### src/brs_pkg.sv
// Contract
// RULE1 - Brown-out detection pulses a whole-device reset.
// RULE2 - Clock source chosen from select and mode fields.
// RULE3 - Oscillator mode: clock held until start-up timer expires.
// RULE4 - PLL in use: clock held until lock flag reads one.
// RULE5 - Power-up delay runs concurrently, holding internal reset.
// RULE6 - Zero power-up delay with crystal: fail-safe monitor delay only.
// RULE7 - Brown-out reset sets status flag, bit one.
// RULE8 - Detection keeps working in Sleep and Idle.
// RULE9 - Release only after clock hold and delay complete.
// RULE10 - Status flag survives resets until software clears it.
package brs_pkg;

	// ------------------------------------------------------------
	// Register map.
	// ------------------------------------------------------------
	localparam logic [3:0] ADDR_RESET_CONTROL = 4'h0;
	localparam logic [3:0] ADDR_CONFIG = 4'h4;
	localparam logic [3:0] ADDR_IRQ_STATUS = 4'h8;
	localparam logic [3:0] ADDR_IRQ_MASK = 4'hc;
	localparam int BIT_BROWNOUT_FLAG = 1;
	localparam int BIT_IRQ_BROWNOUT = 0;
	localparam int BIT_LOCK = 5;

	// ------------------------------------------------------------
	// Configuration encodings.
	// ------------------------------------------------------------
	localparam logic [2:0] OSC_INTERNAL_FAST = 3'h0;
	localparam logic [2:0] OSC_INTERNAL_FAST_PLL = 3'h1;
	localparam logic [2:0] OSC_PRIMARY = 3'h2;
	localparam logic [2:0] OSC_PRIMARY_PLL = 3'h3;
	localparam logic [1:0] POSC_EXTERNAL = 2'h0;
	localparam logic [1:0] POSC_XT = 2'h1;
	localparam logic [1:0] POSC_HS = 2'h2;
	localparam logic [1:0] POSC_DISABLED = 2'h3;

	// ------------------------------------------------------------
	// Timing.
	// ------------------------------------------------------------
	localparam int CLOCK_HZ = 40_000_000;
	localparam int RESET_PULSE_CYCLES = 4;
	localparam int STARTUP_CYCLES = 1024;
	localparam longint POWERUP_DELAY_US = 64000;
	localparam int POWERUP_CYCLES =
		int'((POWERUP_DELAY_US * CLOCK_HZ) / 1_000_000);
	localparam longint FAILSAFE_DELAY_US = 500;
	localparam int FAILSAFE_CYCLES =
		int'((FAILSAFE_DELAY_US * CLOCK_HZ) / 1_000_000);
	localparam int CNT_W = 32;

	typedef enum logic [1:0] {
		ST_RUN = 2'b00,
		ST_PULSE = 2'b01,
		ST_WAIT = 2'b10
	} brs_state_t;

endpackage

### src/brs_sequencer.sv
// Design decisions made here: the register addresses and strobed register access.
module brs_sequencer #(
	parameter int POWERUP_CYCLES = brs_pkg::POWERUP_CYCLES,
	parameter int FAILSAFE_CYCLES = brs_pkg::FAILSAFE_CYCLES,
	parameter int STARTUP_CYCLES = brs_pkg::STARTUP_CYCLES
) (
	input wire logic i_clock,
	input wire logic i_reset,
	input wire logic i_brownout,
	input wire logic i_osc_ready,
	input wire logic i_pll_lock,
	input wire logic i_low_power,
	input wire logic [2:0] i_osc_select_cfg,
	input wire logic [1:0] i_primary_osc_mode_cfg,
	input wire logic i_powerup_timer_en,
	input wire logic [3:0] i_addr,
	input wire logic [31:0] i_wdata,
	input wire logic i_write,
	input wire logic i_read,
	output logic [31:0] o_rdata,
	output logic o_device_reset,
	output logic o_clock_hold,
	output logic o_internal_reset,
	output logic [1:0] o_clock_source,
	output logic o_irq
);

	// A brown-out seen while running starts a device reset pulse of at least
	// RESET_PULSE_CYCLES cycles, stretched while the brown-out input stays
	// high. The pulse is followed by a wait in which the clock hold and
	// the power-up delay run side by side. Internal reset stays high from
	// the pulse until both have finished, and a new brown-out during the
	// wait starts the pulse again, so a supply that dips twice never gets
	// a shortened sequence.

	// ------------------------------------------------------------
	// Elaboration checks.
	// ------------------------------------------------------------
	// Every counter below compares against one of these counts, and a
	// count below one would let a stage finish before it starts.
	initial begin
		if (POWERUP_CYCLES < 1) begin
			$error("Power-up delay must be at least one cycle.");
		end
		if (FAILSAFE_CYCLES < 1) begin
			$error("Fail-safe delay must be at least one cycle.");
		end
		if (STARTUP_CYCLES < 1) begin
			$error("Start-up timer must be at least one cycle.");
		end
		if (brs_pkg::RESET_PULSE_CYCLES < 1) begin
			$error("Reset pulse must be at least one cycle.");
		end
	end

	// Terminal values of the pulse counter and the start-up counter.
	localparam logic [31:0] PULSE_LAST =
		32'(brs_pkg::RESET_PULSE_CYCLES - 1);
	localparam logic [31:0] STARTUP_LAST = 32'(STARTUP_CYCLES);

	// ------------------------------------------------------------
	// Configuration decoding.
	// ------------------------------------------------------------
	// True when the oscillator select field routes through the PLL.
	function automatic logic selects_pll(input logic [2:0] sel);
		return sel == brs_pkg::OSC_INTERNAL_FAST_PLL ||
			sel == brs_pkg::OSC_PRIMARY_PLL;
	endfunction

	// True when the primary oscillator is both selected and enabled.
	function automatic logic selects_primary(input logic [2:0] sel,
		input logic [1:0] mode);
		return (sel == brs_pkg::OSC_PRIMARY ||
			sel == brs_pkg::OSC_PRIMARY_PLL) &&
			mode != brs_pkg::POSC_DISABLED;
	endfunction

	// True when the selected primary oscillator runs from a crystal.
	function automatic logic selects_crystal(input logic [2:0] sel,
		input logic [1:0] mode);
		return selects_primary(sel, mode) &&
			(mode == brs_pkg::POSC_XT || mode == brs_pkg::POSC_HS);
	endfunction

	// True when a counter has reached its terminal value.
	function automatic logic at_count(input logic [31:0] count,
		input logic [31:0] limit);
		return count == limit;
	endfunction

	// Packs the live status fields into the low bits of a read word.
	function automatic logic [5:0] status_bits(input logic pll_lock,
		input logic low_power, input logic [2:0] sel,
		input brs_pkg::brs_state_t st, input logic int_reset);
		return {pll_lock, low_power, sel != 3'h0, st, int_reset};
	endfunction

	// ------------------------------------------------------------
	// Sequencing state.
	// ------------------------------------------------------------
	brs_pkg::brs_state_t state;
	logic [31:0] pulse_count;
	logic [31:0] clock_count;
	logic [31:0] delay_count;
	logic clock_done;
	logic delay_done;
	logic uses_pll;
	logic uses_osc;
	logic crystal;
	logic brownout_flag;
	logic irq_status;
	logic irq_mask;
	logic brownout_event;
	logic lock_seen;
	logic [2:0] cfg_select;
	logic [1:0] cfg_mode;
	logic cfg_timer_en;

	// ------------------------------------------------------------
	// Configuration capture.
	// ------------------------------------------------------------
	// The fields are followed while running and during the pulse, and
	// frozen for the wait, so a field that moves mid-sequence cannot
	// shorten a hold or a delay that has already started.
	always_ff @(posedge i_clock) begin
		if (i_reset || state != brs_pkg::ST_WAIT) begin
			cfg_select <= i_osc_select_cfg;
			cfg_mode <= i_primary_osc_mode_cfg;
			cfg_timer_en <= i_powerup_timer_en;
		end
	end

	assign uses_pll = selects_pll(cfg_select);
	assign uses_osc = selects_primary(cfg_select, cfg_mode);
	assign crystal = selects_crystal(cfg_select, cfg_mode);
	// The comparator is watched in every power mode. The low-power input
	// gates nothing here, so Sleep and Idle still see a brown-out.
	assign brownout_event = i_brownout && state == brs_pkg::ST_RUN; // RULE8

	always_ff @(posedge i_clock) begin
		if (i_reset) begin
			state <= brs_pkg::ST_RUN;
		end else begin
			unique case (state)
				brs_pkg::ST_RUN: begin
					if (brownout_event) begin
						state <= brs_pkg::ST_PULSE; // RULE1
					end
				end
				// The pulse is stretched while the comparator stays high.
				brs_pkg::ST_PULSE: begin
					if (at_count(pulse_count, PULSE_LAST) &&
						!i_brownout) begin
						state <= brs_pkg::ST_WAIT;
					end
				end
				brs_pkg::ST_WAIT: begin
					if (i_brownout) begin
						state <= brs_pkg::ST_PULSE;
					end else if (clock_done && delay_done) begin
						state <= brs_pkg::ST_RUN; // RULE9
					end
				end
				default: begin
					state <= brs_pkg::ST_RUN;
				end
			endcase
		end
	end

	always_ff @(posedge i_clock) begin
		if (i_reset || state != brs_pkg::ST_PULSE) begin
			pulse_count <= 32'h0;
		end else if (!at_count(pulse_count, PULSE_LAST)) begin
			pulse_count <= pulse_count + 32'h1;
		end
	end

	// ------------------------------------------------------------
	// Clock hold: start-up timer and PLL lock, tracked side by side.
	// ------------------------------------------------------------
	always_ff @(posedge i_clock) begin
		if (i_reset || state != brs_pkg::ST_WAIT) begin
			clock_count <= 32'h0;
		end else if (uses_osc && i_osc_ready &&
			!at_count(clock_count, STARTUP_LAST)) begin
			clock_count <= clock_count + 32'h1; // RULE3
		end
	end

	always_ff @(posedge i_clock) begin
		if (i_reset || state != brs_pkg::ST_WAIT) begin
			lock_seen <= 1'b0;
		end else if (i_pll_lock) begin
			lock_seen <= 1'b1; // RULE4
		end
	end

	// Lock is latched so a PLL that drops lock briefly after first lock
	// does not restart the hold.
	assign clock_done =
		(!uses_osc || at_count(clock_count, STARTUP_LAST)) &&
		(!uses_pll || lock_seen); // RULE3 RULE4

	// ------------------------------------------------------------
	// Power-up or fail-safe delay, run alongside the clock hold.
	// ------------------------------------------------------------
	logic [31:0] delay_target;
	always_comb begin
		// With the power-up delay off, a crystal still needs the
		// fail-safe monitor time; any other source gets no delay.
		if (!cfg_timer_en && crystal) begin
			delay_target = 32'(FAILSAFE_CYCLES); // RULE6
		end else if (!cfg_timer_en) begin
			delay_target = 32'h0;
		end else begin
			delay_target = 32'(POWERUP_CYCLES); // RULE5
		end
	end

	always_ff @(posedge i_clock) begin
		if (i_reset || state != brs_pkg::ST_WAIT) begin
			delay_count <= 32'h0;
		end else if (delay_count < delay_target) begin
			delay_count <= delay_count + 32'h1; // RULE5
		end
	end

	assign delay_done = delay_count >= delay_target;

	// ------------------------------------------------------------
	// Outputs.
	// ------------------------------------------------------------
	always_ff @(posedge i_clock) begin
		if (i_reset) begin
			o_device_reset <= 1'b0;
			o_clock_hold <= 1'b0;
			o_internal_reset <= 1'b0;
			o_clock_source <= 2'h0;
		end else begin
			o_device_reset <= state == brs_pkg::ST_PULSE; // RULE1
			o_clock_hold <= state != brs_pkg::ST_RUN && !clock_done;
			o_internal_reset <= state != brs_pkg::ST_RUN; // RULE9
			if (state == brs_pkg::ST_PULSE) begin
				o_clock_source <= {uses_osc, uses_pll}; // RULE2
			end
		end
	end

	// ------------------------------------------------------------
	// Registers. The status flag ignores i_reset so it outlives it.
	// ------------------------------------------------------------
	// A new brown-out wins over a clearing write in the same cycle, so
	// software can never lose an event it has not yet seen.
	always_ff @(posedge i_clock) begin
		if (brownout_event) begin
			brownout_flag <= 1'b1; // RULE7
		end else if (i_write && i_addr == brs_pkg::ADDR_RESET_CONTROL &&
			!i_wdata[brs_pkg::BIT_BROWNOUT_FLAG]) begin
			brownout_flag <= 1'b0; // RULE10
		end
	end

	// Interrupt status is write-one-to-clear, and set wins as above.
	always_ff @(posedge i_clock) begin
		if (i_reset) begin
			irq_status <= 1'b0;
		end else if (brownout_event) begin
			irq_status <= 1'b1;
		end else if (i_write && i_addr == brs_pkg::ADDR_IRQ_STATUS &&
			i_wdata[brs_pkg::BIT_IRQ_BROWNOUT]) begin
			irq_status <= 1'b0;
		end
	end

	always_ff @(posedge i_clock) begin
		if (i_reset) begin
			irq_mask <= 1'b0;
		end else if (i_write && i_addr == brs_pkg::ADDR_IRQ_MASK) begin
			irq_mask <= i_wdata[brs_pkg::BIT_IRQ_BROWNOUT];
		end
	end

	assign o_irq = irq_status && irq_mask;

	always_ff @(posedge i_clock) begin
		if (i_reset) begin
			o_rdata <= 32'h0;
		end else if (i_read) begin
			unique case (i_addr)
				brs_pkg::ADDR_RESET_CONTROL:
					o_rdata <= {30'h0, brownout_flag === 1'b1, 1'b0};
				brs_pkg::ADDR_CONFIG:
					o_rdata <= {26'h0, status_bits(i_pll_lock,
						i_low_power, i_osc_select_cfg, state,
						o_internal_reset)};
				brs_pkg::ADDR_IRQ_STATUS:
					o_rdata <= {31'h0, irq_status};
				brs_pkg::ADDR_IRQ_MASK:
					o_rdata <= {31'h0, irq_mask};
				default:
					o_rdata <= 32'h0;
			endcase
		end else begin
			o_rdata <= 32'h0;
		end
	end

endmodule

### config.mk
export PLATFORM = sky130hd
export DESIGN_NAME = brs_sequencer
export DESIGN_NICKNAME = d
export VERILOG_FILES = /design/src/brs_pkg.sv /design/src/brs_sequencer.sv
export SDC_FILE = /design/constraint.sdc
export NUM_CORES = 1
export LEC_CHECK = 0
export ABC_CLOCK_PERIOD_IN_PS = 2900
export CORE_MARGIN = 8
export CORE_UTILIZATION = 35
export DETAILED_ROUTE_END_ITERATION = 12
export DONT_BUFFER_PORTS = 1
export PLACE_DENSITY = 0.53
export SYNTH_ARGS = -nofsm -noshare
export SYNTH_HDL_FRONTEND = slang
export SYNTH_SLANG_ARGS = --single-unit
export TNS_END_PERCENT = 50
### constraint.sdc
create_clock -name i_clock -period 2.9 [get_ports i_clock]
set_input_delay 0.725 -clock i_clock [delete_from_list [all_inputs] [get_ports i_clock]]
set_output_delay 0.725 -clock i_clock [all_outputs]
set_load 0.01 [all_outputs]
==> metrics list <==
* Clock Latency Late Sink: 410 ps
- Placed Instances: 887
- Before CTS, the worst setup slack after placement is -84.9 ps.
- Vias/cell: 5.20
* Post-route clock period utilization: 0.971
- Avg Cell Area, Syn: 8.67 µm²
- Post-layout utilization of the core: 0.407
* Ports: 88
* Number of nets in the finished design: 754
* Die footprint: 21100 µm²
- Count of final setup violators: 0
- For the final database, setup skew stands at 8.97 ps.
- Antenna violations before repair: 0
* Part of the power in the clock network: 0.539
- Worst max-slew margin expressed relative to the limit: 0.441
- Sw Ratio: 0.238
- Type of destination of the critical path: register
- CP startpoint kind: register
- Comb pwr share: 0.022
- The flow ran to the end, and the final reports show no timing, DRC or antenna violations.
* Crit path setup slack, layout: 84.7 ps
* Seq pwr share: 0.438
- Synthesis inferred 119 register bits.
- Core area: 16500 µm²
* # rows: 47
- Compared with the post-synthesis result, the final layout area differs by 14.8%.
- For this block, the initial DRC count from the detailed router was 243.
- Overflow left after global routing: 0
* Sw Pwr: 0.907 mW
* FFs w/ async S/R, synth: 0
* Vias in the first global route: 4593
* Number of non-filler instances in the completed layout: 921
- Number of inserted diodes: 0
- First-pass GRT wire length: 22000 µm
- CP Data Required Time: 3230 ps
- Across the VDD grid, the largest voltage drop is 0.000376 V.
- In the routed design, unresolved DRC markers number 0.
- From left edge to right edge, the die measures 145 µm.
- CP arrival: 3150 ps
- Period minus WS final: 2820 ps
* Overall die height: 145 µm
- CTS clock-pin slew for the worst setup and hold paths: 60 ps
- Maximum clock insertion buffer count: 2
- The H-tree generated during clock tree synthesis spans 4 levels.
- Residual antenna-violating net count after detailed routing: 0
* Cell variety after synth: 59
- Summed over all cells, the static leakage comes to 2.28 nW.
- Summed over all nets, the half-perimeter wirelength after detailed placement is 9270 µm.
- Number of buffers inserted during clock tree synthesis: 17
* Pwr Density: 569 nW/µm²
- Max-cap violations in this run came to 0.
* Internal power consumption: 2.91 mW
- Detailed-route wire length: 13200 µm
- The routed layout has 4788 vias.
- In this run the tool buffered the top-level ports with 0 buffer cells.
- After detailed routing, the average wire length per cell comes to 14.4 µm.
* Fraction of final layout cells sized beyond drive strength 1: 0.0984
- Main flop type after synthesis: sky130_fd_sc_hd__dfxtp_1
- Top fanout value on the critical path: 7
- Total routing usage reported by global routing: 0.125
* Summed instance area of the synthesized netlist: 5840 µm²
- Entering global routing, the biggest net connects 32 pins.
* Share of synthesized area occupied by flip-flops and latches: 0.418
* CTS root buf: sky130_fd_sc_hd__clkbuf_16
- In this run, synthesis inferred 6 flip-flops with an integrated enable.
- CTS saw 119 sinks.
- In the synthesized netlist, the number of instances is 674.
- Pins Over Slew Limit: 0
- Before antenna repair, the detailed router went through 4 iterations.
- Based on the critical path, the design can be clocked at up to 0.355 GHz.
- Starting density of the core: 0.355
- The number of hold-slack violations in the final timing report came to 0.
- TritonCTS built the clock tree.
* Number of warnings printed during yosys synthesis: 0
- Leaving out fill and tap cells, the most frequent cell in the layout is sky130_fd_sc_hd__dfxtp_1.
* Slew at the pin closest to its max-slew limit: 836 ps
- The top cell types in the final layout, fill and taps aside, are 113 x sky130_fd_sc_hd__dfxtp_1, 63 x sky130_fd_sc_hd__nor2_1, 48 x sky130_fd_sc_hd__nand2_1.
- In this run the worst hold path is classified as input pin to register.
- Startpoint-to-endpoint class of the critical path: register to register
- Routability-driven placement finished with a final weighted congestion of 0.765.
[cell usage after synthesis, types with 3 or more instances]
cell type                    n  area share
sky130_fd_sc_hd__clkbuf_1   16       0.010
sky130_fd_sc_hd__o31ai_1    15       0.019
sky130_fd_sc_hd__inv_1      23       0.015
sky130_fd_sc_hd__xnor2_1    25       0.037
sky130_fd_sc_hd__o211ai_1    4      0.0051
sky130_fd_sc_hd__a21oi_1    38       0.033
sky130_fd_sc_hd__nor2_1     64       0.041
sky130_fd_sc_hd__mux2i_1    12       0.021
sky130_fd_sc_hd__nor3_1     21       0.018
sky130_fd_sc_hd__or3_1      19       0.020
sky130_fd_sc_hd__and4_1      9       0.013
sky130_fd_sc_hd__buf_2       5      0.0043
sky130_fd_sc_hd__dfxtp_1   113        0.39
sky130_fd_sc_hd__and2_1     21       0.022
sky130_fd_sc_hd__edfxtp_1    6       0.031
sky130_fd_sc_hd__nor2b_1     3      0.0032
sky130_fd_sc_hd__buf_4      26       0.033
sky130_fd_sc_hd__o21ai_0    17       0.015
sky130_fd_sc_hd__and3_1      9      0.0096
sky130_fd_sc_hd__nand3_1    31       0.027
sky130_fd_sc_hd__xor2_1     19       0.028
sky130_fd_sc_hd__nor4_1     28       0.030
sky130_fd_sc_hd__nand2b_1    3      0.0032
sky130_fd_sc_hd__nand4_1    24       0.026
sky130_fd_sc_hd__or4_1      16       0.021
sky130_fd_sc_hd__nand2_1    48       0.031
sky130_fd_sc_hd__nor4b_1     4      0.0060
sky130_fd_sc_hd__ha_1       16       0.034
[per-layer routing]
| layer | part of all wire | vias up | track usage |
|---|---|---|---|
| li1 | - | 2423 | - |
| met1 | 0.45 | 2279 | 0.145 |
| met2 | 0.48 | 78 | 0.207 |
| met3 | 0.055 | 8 | 0.0442 |
| met4 | 0.0085 | 0 | 0.0510 |
| met5 | 0 | - | 0 |
[power by group through the flow]
| stage | Sequential (mW) | Clock, mW | Combinational (mW) |
|---|---|---|---|
| finish | 1.67 | 2.06 | 0.0852 |
| global route | 1.67 | 2.19 | 0.0958 |
| CTS | 1.67 | 2.11 | 0.0815 |
| detailed placement | 1.71 | 0 | 0.0784 |
| global placement | 1.71 | 0 | 0.0773 |
| floorplan | 1.70 | 0 | 0.0856 |
[state kept, by name, summed over array words and instances (netlist names), 2 cells and up]
name	count
o_rdata	6
cfg_select	3
cfg_mode	2
state	2
o_clock_source	2
pulse_count	32
clock_count	32
delay_count	32
[final timing paths]
check	from	endpoint	slack (ps)	depth (start not counted)
min reg2reg	delay_count[28]	delay_count[28]	460	1
max	cfg_mode[1]	delay_count[10]	80	11
max reg2reg	cfg_mode[1]	delay_count[10]	80	11
min	i_reset	irq_status	380	1
[stage by stage]
step / cell area [µm²] / hold WS, ps / power (mW) / TNS [ps]
6_report: 6710 / 380 / 3.81 / 0
5_1_grt: 6710 / 356 / 3.96 / -61.4
4_1_cts: 6660 / 359 / 3.86 / 0
3_5_place_dp: 6060 / 444 / 1.78 / -907
3_3_place_gp: 6060 / 442 / 1.78 / -143
2_1_floorplan: 5940 / 428 / 1.79 / 0
[kinds of logic after synthesis]
| logic type | synth area share |
|---|---|
| simple gates | 0.291 |
| flops | 0.418 |
| compound gates | 0.0998 |
| buf+inv | 0.0679 |
| xor+xnor | 0.0660 |
| fa+ha+maj | 0.0343 |
| mux | 0.0225 |
| other cells | 0.000642 |
[cell type report]
cell class              instances  area (µm²)
flip-flops and latches        119        2440
well taps                     220         275
repair buffers                 21         170
inverters                      23        86.3
clock buffers                  17         425
clock inverters                15         156
fillers                      1615        9760
multi-input cells             506        3150
[worst max-delay path: stages, from the launching register on]
cell and delay [ps]:
sky130_fd_sc_hd__edfxtp_1 410, sky130_fd_sc_hd__ha_4 210, sky130_fd_sc_hd__nor2_4 110, sky130_fd_sc_hd__nand4_1 100, sky130_fd_sc_hd__buf_4 170, sky130_fd_sc_hd__ha_1 300, sky130_fd_sc_hd__a21oi_2 150, sky130_fd_sc_hd__o211ai_1 140
sky130_fd_sc_hd__o221a_4 330, sky130_fd_sc_hd__buf_4 170, sky130_fd_sc_hd__or4_1 500, sky130_fd_sc_hd__a21oi_1 160
[timing repair]
action                                  CTS  global route
buffers inserted                          1             1
endpoints found under the setup margin   18            19
gates resized for setup                   3             8
hold buffers                              0             0
pin swaps                                 2             8
(Power assumes the default switching activity.)
